File: src/inc/cpu_ctl_map.svh
`ifndef CPU_CTL_MAP_SVH
`define CPU_CTL_MAP_SVH

// ----------------------------------------------------------------
// Vector addresses
// ----------------------------------------------------------------
`define VEC_ROW_RX      16'hfff8
`define VEC_EXTERNAL    16'hfffa
`define VEC_TIMER       16'hfffc
`define VEC_NMI         16'hffec
`define VEC_RESET       16'hffee

// ----------------------------------------------------------------
// Internal ROM window that test mode can hand to external memory
// ----------------------------------------------------------------
`define ROM_LO          16'hf800
`define ROM_HI          16'hffff

// ----------------------------------------------------------------
// Timing counts
// ----------------------------------------------------------------
`define RESET_SEQ_CYCLES 3'h6
`define PHI_HALF_CLKS    2

`endif

File: src/inc/cpu_ctl_pkg.sv
package cpu_ctl_pkg;

  // Per-bus-cycle description coming from the core sequencer
  typedef struct packed {
    logic opcode_fetch;
    logic rmw_modify;
    logic rmw_write;
    logic last_of_instr;
    logic read;
  } core_cycle_s;

  // Exception start request handed to the core
  typedef struct packed {
    logic        start;
    logic        is_nmi;
    logic        is_reset;
    logic [15:0] vector;
  } int_start_s;

  typedef enum logic [1:0] {
    SEQ_HELD,
    SEQ_INIT,
    SEQ_RUN
  } seq_e;

endpackage

File: src/rtl/cpu_int_bus_ctl.sv
`timescale 1ns/1ps
`default_nettype none
`include "cpu_ctl_map.svh"

module cpu_int_bus_ctl
  import cpu_ctl_pkg::*;
(
  // Clock and reset
  input  wire logic        clk,
  input  wire logic        rst,
  // Device pins
  input  wire logic        reset_in_n,
  input  wire logic        nmi_n,
  input  wire logic        ready,
  input  wire logic        bus_handover_enable,
  input  wire logic        ext_rom_select,
  input  wire logic        maskable_request_a_in,
  input  wire logic        maskable_request_b_in,
  output var  logic        maskable_request_a_out,
  output var  logic        maskable_request_a_oe_n,
  output var  logic        maskable_request_b_out,
  output var  logic        maskable_request_b_oe_n,
  input  wire logic        rw_in,
  output var  logic        rw_out,
  output var  logic        rw_oe_n,
  output var  logic        addr_oe_n,
  output var  logic        data_oe_n,
  output var  logic        phi2,
  output var  logic        phi4,
  output var  logic        sync,
  output var  logic        rmw_lock_out_n,
  // Core side
  input  wire core_cycle_s core_cycle,
  input  wire logic        core_i_flag,
  input  wire logic        src_timer,
  input  wire logic        src_row_rx,
  input  wire logic [15:0] core_addr,
  output var  logic        core_step,
  output var  logic        core_halted,
  output var  logic        ext_access,
  output var  logic        ext_rw_read,
  output var  int_start_s  int_start,
  output var  logic        set_i_flag,
  output var  logic        test_mode,
  output var  logic        rom_to_external
);

  // ----------------------------------------------------------------
  // Phase generation
  // ----------------------------------------------------------------
  logic phi2_i;
  logic phi4_i;
  logic rise_en;
  logic fall_en;

  phase_gen #(
    .HALF (`PHI_HALF_CLKS)
  ) u_phase (
    .clk     (clk),
    .rst     (rst),
    .phi2    (phi2_i),
    .phi4    (phi4_i),
    .rise_en (rise_en),
    .fall_en (fall_en)
  );

  // Vector select for the wire-ORed maskable lines (active low levels)
  function automatic logic [15:0] irq_vector(input logic a_n, input logic b_n);
    if (!a_n && !b_n)
      irq_vector = `VEC_ROW_RX;
    else if (!b_n)
      irq_vector = `VEC_EXTERNAL;
    else
      irq_vector = `VEC_TIMER;
  endfunction

  // ----------------------------------------------------------------
  // State
  // ----------------------------------------------------------------
  seq_e        seq;
  logic [2:0]  init_cnt;
  logic        reset_prev;
  logic        be_at_release;
  logic        test_check;
  logic        nmi_prev;
  logic        nmi_pending;
  logic        irq_a_s;
  logic        irq_b_s;
  logic        stalled;
  logic        be_s;

  seq_e        next_seq;
  logic [2:0]  next_init_cnt;
  logic        next_be_at_release;
  logic        next_test_check;
  logic        next_test_mode;
  logic        next_nmi_prev;
  logic        next_nmi_pending;
  logic        next_irq_a_s;
  logic        next_irq_b_s;
  logic        next_stalled;
  logic        next_step;
  int_start_s  next_int_start;
  logic        next_sync;
  logic        next_lock_n;
  logic        next_rw_out;
  logic        next_rw_oe_n;
  logic        next_addr_oe_n;
  logic        next_data_oe_n;
  logic        next_a_oe_n;
  logic        next_b_oe_n;
  logic        next_rom_ext;
  logic        nmi_edge;
  logic        irq_live;
  logic        advance;

  // ----------------------------------------------------------------
  // Sequencing, exceptions and bus steering
  // ----------------------------------------------------------------
  always_comb
  begin
    next_seq           = seq;
    next_init_cnt      = init_cnt;
    next_be_at_release = be_at_release;
    next_test_check    = 1'b0;
    next_test_mode     = test_mode;
    next_nmi_prev      = nmi_prev;
    next_nmi_pending   = nmi_pending;
    next_irq_a_s       = irq_a_s;
    next_irq_b_s       = irq_b_s;
    next_stalled       = stalled;
    next_step          = 1'b0;
    next_int_start     = '0;
    next_sync          = sync;
    next_lock_n        = rmw_lock_out_n;
    nmi_edge           = 1'b0;

    // Pins sampled in the last clock of phi2 high
    if (fall_en)
    begin
      next_irq_a_s  = maskable_request_a_in;
      next_irq_b_s  = maskable_request_b_in;
      next_nmi_prev = nmi_n;
      nmi_edge      = nmi_prev && !nmi_n;
    end
    // Set wins over the clear at service start
    if (nmi_edge)
      next_nmi_pending = 1'b1;

    // Ready sampled at the end of phi2 low, takes effect at phi2 rise
    if (rise_en)
      next_stalled = !ready && (seq != SEQ_HELD);

    // Cycle advances at phi2 fall unless stalled or bus handed over
    advance = fall_en && !stalled && be_s && (seq == SEQ_RUN);
    // Level check: a line released before the flag clears is gone
    irq_live = (!irq_a_s || !irq_b_s) && !core_i_flag;

    case (seq)
      SEQ_HELD:
      begin
        next_init_cnt = '0;
        if (reset_in_n && !reset_prev)
        begin
          next_seq           = SEQ_INIT;
          next_be_at_release = bus_handover_enable;
          next_test_check    = 1'b1;
        end
      end
      SEQ_INIT:
      begin
        // Six phi2 cycles before the reset vector is taken
        if (fall_en)
        begin
          next_init_cnt = init_cnt + 3'h1;
          if (init_cnt == `RESET_SEQ_CYCLES - 3'h1)
          begin
            next_seq                = SEQ_RUN;
            next_int_start.start    = 1'b1;
            next_int_start.is_reset = 1'b1;
            next_int_start.vector   = `VEC_RESET;
            next_step               = 1'b1;
          end
        end
      end
      SEQ_RUN:
      begin
        if (advance)
        begin
          next_step = 1'b1;
          if (core_cycle.last_of_instr && (nmi_pending || nmi_edge))
          begin
            next_int_start.start  = 1'b1;
            next_int_start.is_nmi = 1'b1;
            next_int_start.vector = `VEC_NMI;
            next_nmi_pending      = nmi_pending && nmi_edge; // Newer edge survives
          end
          else if (core_cycle.last_of_instr && irq_live)
          begin
            next_int_start.start  = 1'b1;
            next_int_start.vector = irq_vector(irq_a_s, irq_b_s);
          end
          // Cycle-type outputs follow the cycle now starting
          next_sync   = core_cycle.opcode_fetch;
          next_lock_n = !(core_cycle.rmw_modify || core_cycle.rmw_write);
        end
        else if (fall_en && !stalled)
        begin
          next_sync   = 1'b0;
          next_lock_n = 1'b1;
        end
      end
      default:
        next_seq = SEQ_HELD;
    endcase

    // Test mode: low at release and still low one clock later
    if (test_check)
      next_test_mode = !be_at_release && !bus_handover_enable;
    next_rom_ext = test_mode && ext_rom_select
                   && (core_addr >= `ROM_LO) && (core_addr <= `ROM_HI);

    // Bus direction follows bus enable in run; held and init states drive the bus regardless
    if (be_s || seq != SEQ_RUN)
    begin
      next_rw_oe_n   = 1'b0;
      next_rw_out    = (seq != SEQ_RUN) || core_cycle.read;
      next_addr_oe_n = 1'b0;
      next_data_oe_n = !(phi2_i && !core_cycle.read && seq == SEQ_RUN);
    end
    else
    begin
      next_rw_oe_n   = 1'b1;
      next_rw_out    = 1'b1;
      next_addr_oe_n = 1'b1;
      next_data_oe_n = !(rw_in && phi2_i);
    end

    // Internal sources pull the shared lines low
    next_a_oe_n = !(src_timer || src_row_rx);
    next_b_oe_n = !src_row_rx;

    if (!reset_in_n)
    begin
      next_seq         = SEQ_HELD;
      next_stalled     = 1'b0;
      next_nmi_pending = 1'b0;
      next_sync        = 1'b0;
      next_lock_n      = 1'b1;
    end
  end

  // ----------------------------------------------------------------
  // Registers; all top outputs come from here
  // ----------------------------------------------------------------
  always_ff @(posedge clk)
  begin
    if (rst)
    begin
      seq                     <= SEQ_HELD;
      init_cnt                <= 3'h0;
      reset_prev              <= 1'b0;
      be_at_release           <= 1'b1;
      test_check              <= 1'b0;
      test_mode               <= 1'b0;
      nmi_prev                <= 1'b1;
      nmi_pending             <= 1'b0;
      irq_a_s                 <= 1'b1;
      irq_b_s                 <= 1'b1;
      stalled                 <= 1'b0;
      be_s                    <= 1'b1;
      core_step               <= 1'b0;
      core_halted             <= 1'b0;
      ext_access              <= 1'b0;
      ext_rw_read             <= 1'b1;
      int_start               <= '0;
      set_i_flag              <= 1'b0;
      sync                    <= 1'b0;
      rmw_lock_out_n          <= 1'b1;
      rw_out                  <= 1'b1;
      rw_oe_n                 <= 1'b0;
      addr_oe_n               <= 1'b0;
      data_oe_n               <= 1'b1;
      maskable_request_a_out  <= 1'b0;
      maskable_request_a_oe_n <= 1'b1;
      maskable_request_b_out  <= 1'b0;
      maskable_request_b_oe_n <= 1'b1;
      phi2                    <= 1'b0;
      phi4                    <= 1'b0;
      rom_to_external         <= 1'b0;
    end
    else
    begin
      seq                     <= next_seq;
      init_cnt                <= next_init_cnt;
      reset_prev              <= reset_in_n;
      be_at_release           <= next_be_at_release;
      test_check              <= next_test_check;
      test_mode               <= next_test_mode;
      nmi_prev                <= next_nmi_prev;
      nmi_pending             <= next_nmi_pending;
      irq_a_s                 <= next_irq_a_s;
      irq_b_s                 <= next_irq_b_s;
      stalled                 <= next_stalled;
      be_s                    <= bus_handover_enable;
      core_step               <= next_step;
      core_halted             <= next_stalled;       // Address and data frozen
      ext_access              <= !be_s && (seq == SEQ_RUN);
      ext_rw_read             <= rw_in;
      int_start               <= next_int_start;
      set_i_flag              <= next_int_start.start;
      sync                    <= next_sync;
      rmw_lock_out_n          <= next_lock_n;
      rw_out                  <= next_rw_out;
      rw_oe_n                 <= next_rw_oe_n;
      addr_oe_n               <= next_addr_oe_n;
      data_oe_n               <= next_data_oe_n;
      maskable_request_a_out  <= 1'b0;
      maskable_request_a_oe_n <= next_a_oe_n;
      maskable_request_b_out  <= 1'b0;
      maskable_request_b_oe_n <= next_b_oe_n;
      phi2                    <= phi2_i;
      phi4                    <= phi4_i;
      rom_to_external         <= next_rom_ext;
    end
  end

endmodule

`default_nettype wire

File: src/rtl/phase_gen.sv
`timescale 1ns/1ps
`default_nettype none

module phase_gen
  import cpu_ctl_pkg::*;
#(
  parameter int HALF = 2
)
(
  // Clock and reset
  input  wire logic clk,
  input  wire logic rst,
  // Phase outputs
  output var  logic phi2,
  output var  logic phi4,
  output var  logic rise_en,
  output var  logic fall_en
);

  localparam int CW = $clog2(2 * HALF);

  // Strobe decode needs two clocks in each half
  if (HALF < 2)
  begin
    $error("HALF must be at least 2");
  end

  logic [CW-1:0] cnt;
  logic [CW-1:0] next_cnt;
  logic          next_phi2;
  logic          next_phi4;
  logic          next_rise;
  logic          next_fall;

  // ----------------------------------------------------------------
  // Phase counter, free running even while the bus is handed over
  // ----------------------------------------------------------------
  always_comb
  begin
    next_cnt  = (cnt == CW'(2 * HALF - 1)) ? '0 : cnt + 1'b1;
    next_phi2 = (next_cnt >= CW'(HALF));
    // Quarter-cycle lag so phi4 trails phi2
    next_phi4 = (next_cnt >= CW'(HALF + HALF / 2)) || (next_cnt < CW'(HALF / 2));
    next_rise = (cnt == CW'(HALF - 2));      // Last clock of phi2 low follows
    next_fall = (cnt == CW'(2 * HALF - 2));  // Last clock of phi2 high follows
  end

  always_ff @(posedge clk)
  begin
    if (rst)
    begin
      cnt     <= '0;
      phi2    <= 1'b0;
      phi4    <= 1'b0;
      rise_en <= 1'b0;
      fall_en <= 1'b0;
    end
    else
    begin
      cnt     <= next_cnt;
      phi2    <= next_phi2;
      phi4    <= next_phi4;
      rise_en <= next_rise;
      fall_en <= next_fall;
    end
  end

endmodule

`default_nettype wire

File: config.mk
export PLATFORM = sky130hd
export DESIGN_NAME = cpu_int_bus_ctl
export DESIGN_NICKNAME = d
export VERILOG_FILES = /design/src/inc/cpu_ctl_pkg.sv /design/src/rtl/cpu_int_bus_ctl.sv /design/src/rtl/phase_gen.sv
export VERILOG_INCLUDE_DIRS = /design/src /design/src/inc
export SDC_FILE = /design/constraint.sdc
export NUM_CORES = 1
export LEC_CHECK = 0
export ABC_AREA = 1
export CAP_MARGIN = 20
export CORE_MARGIN = 1
export CORE_UTILIZATION = 40
export CTS_CLUSTER_SIZE = 20
export DETAILED_ROUTE_END_ITERATION = 7
export DONT_BUFFER_PORTS = 1
export PLACE_DENSITY = 0.53
export SLEW_MARGIN = 5
export SYNTH_ARGS = -nofsm -noshare
export SYNTH_HDL_FRONTEND = slang
export SYNTH_SLANG_ARGS = --single-unit
File: constraint.sdc
create_clock -name clk -period 3.3 [get_ports clk]
set_input_delay 0 -clock clk [delete_from_list [all_inputs] [get_ports clk]]
set_output_delay 0 -clock clk [all_outputs]
set_load 0.005 [all_outputs]
==> out/qor.yml, run 1 <==
drt:
  vias_per_cell: 4.66
  routed_wl_um: 3140
  drt-pass1-iter-count: 4
  vias: 1194
  ant_nets: 0
  drc: 0
  detail_route.iter0.violations: 24
  wl_per_cell_um: 12.3
global_routing:
  antenna_found_initial: 0
  grt_pass1_wl_um: 5250
  gr-total-overflow: 0
  grt_pass1_vias: 1172
  grt_max_degree: 15
  grtUsageTotal_pct: 16.1
flow_run:
  drv_cap: 0
cts:
  clk_pin_slew_ps: 70
  postCtsSetupRepairBufs: 0
  cts_buffer_depth: 2
  cts-root-buf: "clkbuf_8"
  numClockSinks: 39
  htree_num_levels: 2
  cts_buffers: 5
  clock_latency_ps: 280
  tritoncts: "built"
finish:
  syn_to_final_growth_pct: 11.0
  nets: 247
  num-fill-cells: 389
  diodes: 0
  drive_above_1_share_pct: 8.74
  final_cell_mix: "dfxtp_1 (39), inv_1 (30), nand2_1 (28)"
  layout_commonest_cell: "dfxtp_1"
synthesis:
  synth_area_leader_cell: "dfxtp_1"
  syn_area_um2: 1670
  synth_top_family_by_area: "simple AND/OR/NAND/NOR gates"
  yosysUniqueCellTypes: 30
  synth_compound_gate_area_share_pct: 8.53
  synth_adder_area_share_pct: 5.99
  ys_seq_area_share_pct: 46.7
  yosysWarningCount: 0
  synthMuxAreaShare_pct: 0
  synth-xor-area-share_pct: 0.524
  synth-seq-cells: 39
  synthSimpleGateAreaFrac_pct: 22.0
  netlist_instances: 198
  synthTopCellsByArea: "dfxtp_1 (47%), buf_4 (7.6%), inv_1 (6.7%)"
  syn_area_per_cell_um2: 8.44
  synth.top_cell.area_share_pct: 46.7
sta:
  fmax_ghz: 0.555
  finalHoldViolCount: 0
  drv_slew: 0
  period_share_pct: 54.6
  rsz0062_at_grt: "no"
  setup_viol: 0
  period_needed_ps: 1800
  skew_ps: 4.27
  relSlewSlack_pct: 60.7
  setup_tns_ps: 0
  hold-worst-slack_ps: 18.3
  tightest_slew_ps: 589
floorplanning:
  ioPinCount: 72
  start_util_pct: 41.8
  fp.dieArea_um2: 4440
  num_rows: 23
  die_h_um: 66.6
  core-area_um2: 4000
  die_w_um: 66.6
power_and_ir_drop:
  p_switching_mw: 0.219
  pwr-share-clk_pct: 33.8
  vdd_drop_max_mv: 0.217
  power_density_nw_per_um2: 481
  seq_power_share_pct: 56.6
  combPwrFrac_pct: 9.6
  p_sw_share_pct: 24.5
  internal_power_mw: 0.674
  leakagePower_nw: 0.857
critical_path:
  cp.arrival_ps: 1980
  path_max_fanout: 5
  path_class: "flop to flop"
  max_stage_delay_ps: 550
  crit_slowest_cell: "dlygate4sd3_1"
  required_ps: 3480
  critPathMostFrequentCell: "o21ai_0"
  crit_chain: "inv_1 -> ha_1 -> nand2_2 -> nor2_8 -> o21ai_0 -> dlygate4sd3_1 -> o21ai_0 -> nand2_1"
  cp-end-kind: "flop"
  cp-start-kind: "flop"
worst_hold_path:
  hold_class: "input port to flop"
placed_design:
  portBuffers: 0
  routabilityCongestion: 0.762
  hpwl_um: 2260
run_status:
  status: "finished, final reports clean"
==> through the flow <==
stage	worst slack, ps	utilization, %	total power [mW]	cells	cell area, um^2
5_1_grt	1360	46.4	0.951	256	1860
6_report	1500	46.4	0.893	256	1860
3_5_place_dp	2040	39.8	0.585	230	1590
3_3_place_gp	2070	39.8	0.582	230	1590
2_1_floorplan	2160	-	0.574	200	1680
4_1_cts	1490	46.4	0.907	256	1860
==> worst paths after layout <==
check | from | cells past startpoint | end | slack [ps]
worst min-delay path | reset_in_n | 4 | test_check | 20
worst min register to register | u_phase.phi4 | 2 | phi4 | 400
worst max register to register | seq[0] | 8 | rmw_lock_out_n | 1500
worst max-delay path | seq[0] | 8 | rmw_lock_out_n | 1500
==> synth_stat cells <==
cell / instances
dfxtp_1: 39
inv_1: 30
nand2_1: 28
nor2_1: 19
buf_4: 17
o21ai_0: 10
a21oi_1: 9
ha_1: 8
nand3_1: 7
nand4_1: 5
inv_2: 2
nand2_2: 2
nand3_4: 2
nor2_2: 2
o211ai_1: 2
or2_1: 2
a21oi_2: 1
a31oi_1: 1
and3_1: 1
buf_2: 1
buf_6: 1
clkbuf_1: 1
conb_1: 1
nand2_4: 1
nand3_2: 1
nor2_8: 1
nor3_1: 1
o211a_1: 1
o31ai_1: 1
xor2_1: 1
==> cells by family after synthesis <==
kind of cell / Yosys count
flip-flops: 39
buffers and inverters: 52
other: 1
adder cells (fa/ha/maj): 8
AND/OR/NAND/NOR: 72
XOR/XNOR: 1
AO/OA/AOI/OAI: 25
==> critical path: cells and delay by family (launching register included) <==
family	cells	cell delay (ps)
flops	1	340
compound gates	2	170
fa+ha+maj	1	210
simple gates	3	350
buf+inv	2	630
==> repair_timing <==
item | CTS | global route
setup endpoints to repair | 0 | 0
hold endpoints to repair | 36 | 0
hold buffers | 18 | 0
resized for setup | 0 | 0
==> layer usage <==
layer	global-route usage [%]	vias to the layer above	wire, um
met5	0	-	0
met4	5.59	0	42
met3	6.16	6	193
met2	28.2	26	1580
met1	17.5	547	1330
li1	-	615	-
==> final cells by class <==
cell class / instances / area (um^2) / area share [%]
clock inverter: 1 / 5.00 / 0.270
tap: 50 / 62.6 / 3.37
clock buffer: 7 / 76.3 / 4.11
inverter: 32 / 120 / 6.47
multi-input combinational: 109 / 631 / 34.0
sequential: 39 / 781 / 42.1
timing repair buffer: 18 / 180 / 9.71
==> power by group through the flow <==
stage / combinational (mW) / clock (mW) / sequential (mW)
2_1_floorplan: 0.0635 / 0 / 0.511
3_3_place_gp: 0.0661 / 0 / 0.516
3_5_place_dp: 0.0683 / 0 / 0.517
4_1_cts: 0.0868 / 0.315 / 0.506
5_1_grt: 0.100 / 0.342 / 0.508
6_report: 0.0860 / 0.302 / 0.505
==> flip-flops by register name, summed over array words and instances, names as in the netlist, 2 cells and up <==
signal	flops
u_phase.cnt	2
init_cnt	3
int_start	6
seq	2
No activity file was read; power rests on OpenSTA's default activity.
==> run 2, diff against run 1 <==
--- a/config.mk
+++ b/config.mk
@@ -13,7 +13,7 @@
 export CTS_CLUSTER_SIZE = 20
 export DETAILED_ROUTE_END_ITERATION = 7
 export DONT_BUFFER_PORTS = 1
-export PLACE_DENSITY = 0.53
+export PLACE_DENSITY = 0.55
 export SLEW_MARGIN = 5
 export SYNTH_ARGS = -nofsm -noshare
 export SYNTH_HDL_FRONTEND = slang
==> constraint.sdc (replaced) <==
create_clock -name clk -period 1.6 [get_ports clk]
set_input_delay 0 -clock clk [delete_from_list [all_inputs] [get_ports clk]]
set_output_delay 0 -clock clk [all_outputs]
set_load 0.005 [all_outputs]
==> run 2 against run 1 <==
  * Critical path type is now input port to flop
  * Count of clock-buffer cells in the layout shrank 1
  * Clock power grew to 2.5 times the previous value
  * Worst setup slack lost 1300 ps
  * Die area is the same
  * Sequential power grew 110%
  * Sequential cell count is the same
==> out/qor.yml, run 2 (synthesized netlist as in run 1, its figures left out) <==
finish:
  top_register: "int_start"
  num-fill-cells: 399
  syn_to_final_growth_pct: 13.9
  fin_area_um2: 1900
  drive_above_1_share_pct: 9.13
  top_regs: "int_start (6), init_cnt (3)"
  layout_commonest_cell: "dfxtp_1"
  diodes: 0
  largest_register_ffs: 6
  nets: 250
  fin_util_pct: 47.6
  final_cell_mix: "dfxtp_1 (39), inv_1 (30), nand2_1 (28)"
sta:
  period_share_pct: 89.1
  tightest_slew_ps: 578
  relSlewSlack_pct: 61.4
  setup_tns_ps: 0
  hold-worst-slack_ps: 14.7
  rsz0062_at_grt: "no"
  setup_viol: 0
  skew_ps: 3.92
  period_needed_ps: 1430
  finalHoldViolCount: 0
  drv_slew: 0
  fmax_ghz: 0.702
cts:
  clock_latency_ps: 280
  cts_buffers: 5
  cts_buffer_depth: 2
  tritoncts: "built"
  cts-root-buf: "clkbuf_8"
  clk_pin_slew_ps: 70
  htree_num_levels: 2
  numClockSinks: 39
critical_path:
  cp-end-kind: "flop"
  path_class: "input port to flop"
  crit_buf_inv: 3
  cp.arrival_ps: 1610
  crit_slowest_cell: "dlygate4sd3_1"
  required_ps: 1780
  cp-start-kind: "input port"
  critPathTopFamily: "buffers and inverters"
  max_stage_delay_ps: 890
  path_max_fanout: 14
  crit_chain: "dlygate4sd3_1 -> inv_2 -> nand2_1 -> inv_1 -> and3_1"
power_and_ir_drop:
  power_mw: 2.00
  leakagePower_nw: 0.880
  power_density_nw_per_um2: 1050
  vdd_drop_max_mv: 0.496
drt:
  routed_wl_um: 3190
  wl_per_cell_um: 12.4
  vias_per_cell: 4.69
  drt-pass1-iter-count: 4
  vias: 1210
  ant_nets: 0
  drc: 0
  detail_route.iter0.violations: 47
placed_design:
  portBuffers: 0
  postPlaceCellArea_um2: 1600
  routabilityCongestion: 0.781
  hpwl_um: 2250
floorplanning:
  start_util_pct: 41.8
  die_w_um: 66.6
  num_rows: 23
  fp.dieArea_um2: 4440
  core-area_um2: 4000
  die_h_um: 66.6
  ioPinCount: 72
global_routing:
  grt_max_degree: 15
  antenna_found_initial: 0
  grt_pass1_vias: 1171
  gr-total-overflow: 0
  grt_pass1_wl_um: 5120
  grtUsageTotal_pct: 16.1
run_status:
  status: "finished, final reports clean"
flow_run:
  drv_cap: 0
worst_hold_path:
  hold_class: "input port to flop"
run 2: cell count changes in the layout (fill, tap and decap cells not counted), sizes merged:
cell,delta
bufinv,+1
clkinv,-1
buf,+1
dlygate4sd3,+2
clkbuf,-1
run 2: where the power goes:
part | total (mW) | switching [mW] | internal (mW)
clock | 0.770 | 0.313 | 0.457
sequential | 1.04 | 0.0287 | 1.01
combinational | 0.190 | 0.110 | 0.0802
total | 2.00 | 0.451 | 1.55
run 2: through the flow:
step / cells / setup slack (ps)
final: 258 / 175
after global routing: 258 / 7.95
after CTS: 258 / 104
after detailed placement: 231 / 336
after global placement: 231 / 363
after floorplan: 200 / 463
run 2: path summary, 6_finish.rpt:
check | startpoint | endpoint | slack, ps | cells past startpoint
setup / recovery | rst | int_start[4] | 170 | 5
hold / removal | core_cycle[1] | int_start[1] | 10 | 4
setup reg to reg | seq[0] | rmw_lock_out_n | 340 | 7
hold reg to reg | u_phase.phi4 | phi4 | 410 | 2
run 2: metal layers:
layer	wire length (um)	global-route usage, %	part of all wire (%)
met4	85	9.31	2.7
met1	1300	16.8	41
met3	125	5.14	3.9
met5	0	0	0
met2	1680	28.0	53
run 2: repair_timing:
| action | in CTS | in global routing |
|---|---|---|
| hold buffers | 20 | 0 |
| hold endpoints to repair | 36 | 0 |
| gates resized for setup | 0 | 0 |
| buffers inserted | 0 | 0 |
run 2: tightest hold or removal path, delay by kind of cell:
kind | cells | cell delay [ps]
simple gates | 4 | 260
run 2: final cells by class:
cell class	count	area, um^2	share of cell area (%)
clock buffer	6	72.6	3.81
clock inverter	1	30.0	1.58
inverter	32	120	6.31
multi-input combinational	109	631	33.1
sequential	39	781	41.0
tap	50	62.6	3.29
timing repair buffer	21	208	10.9
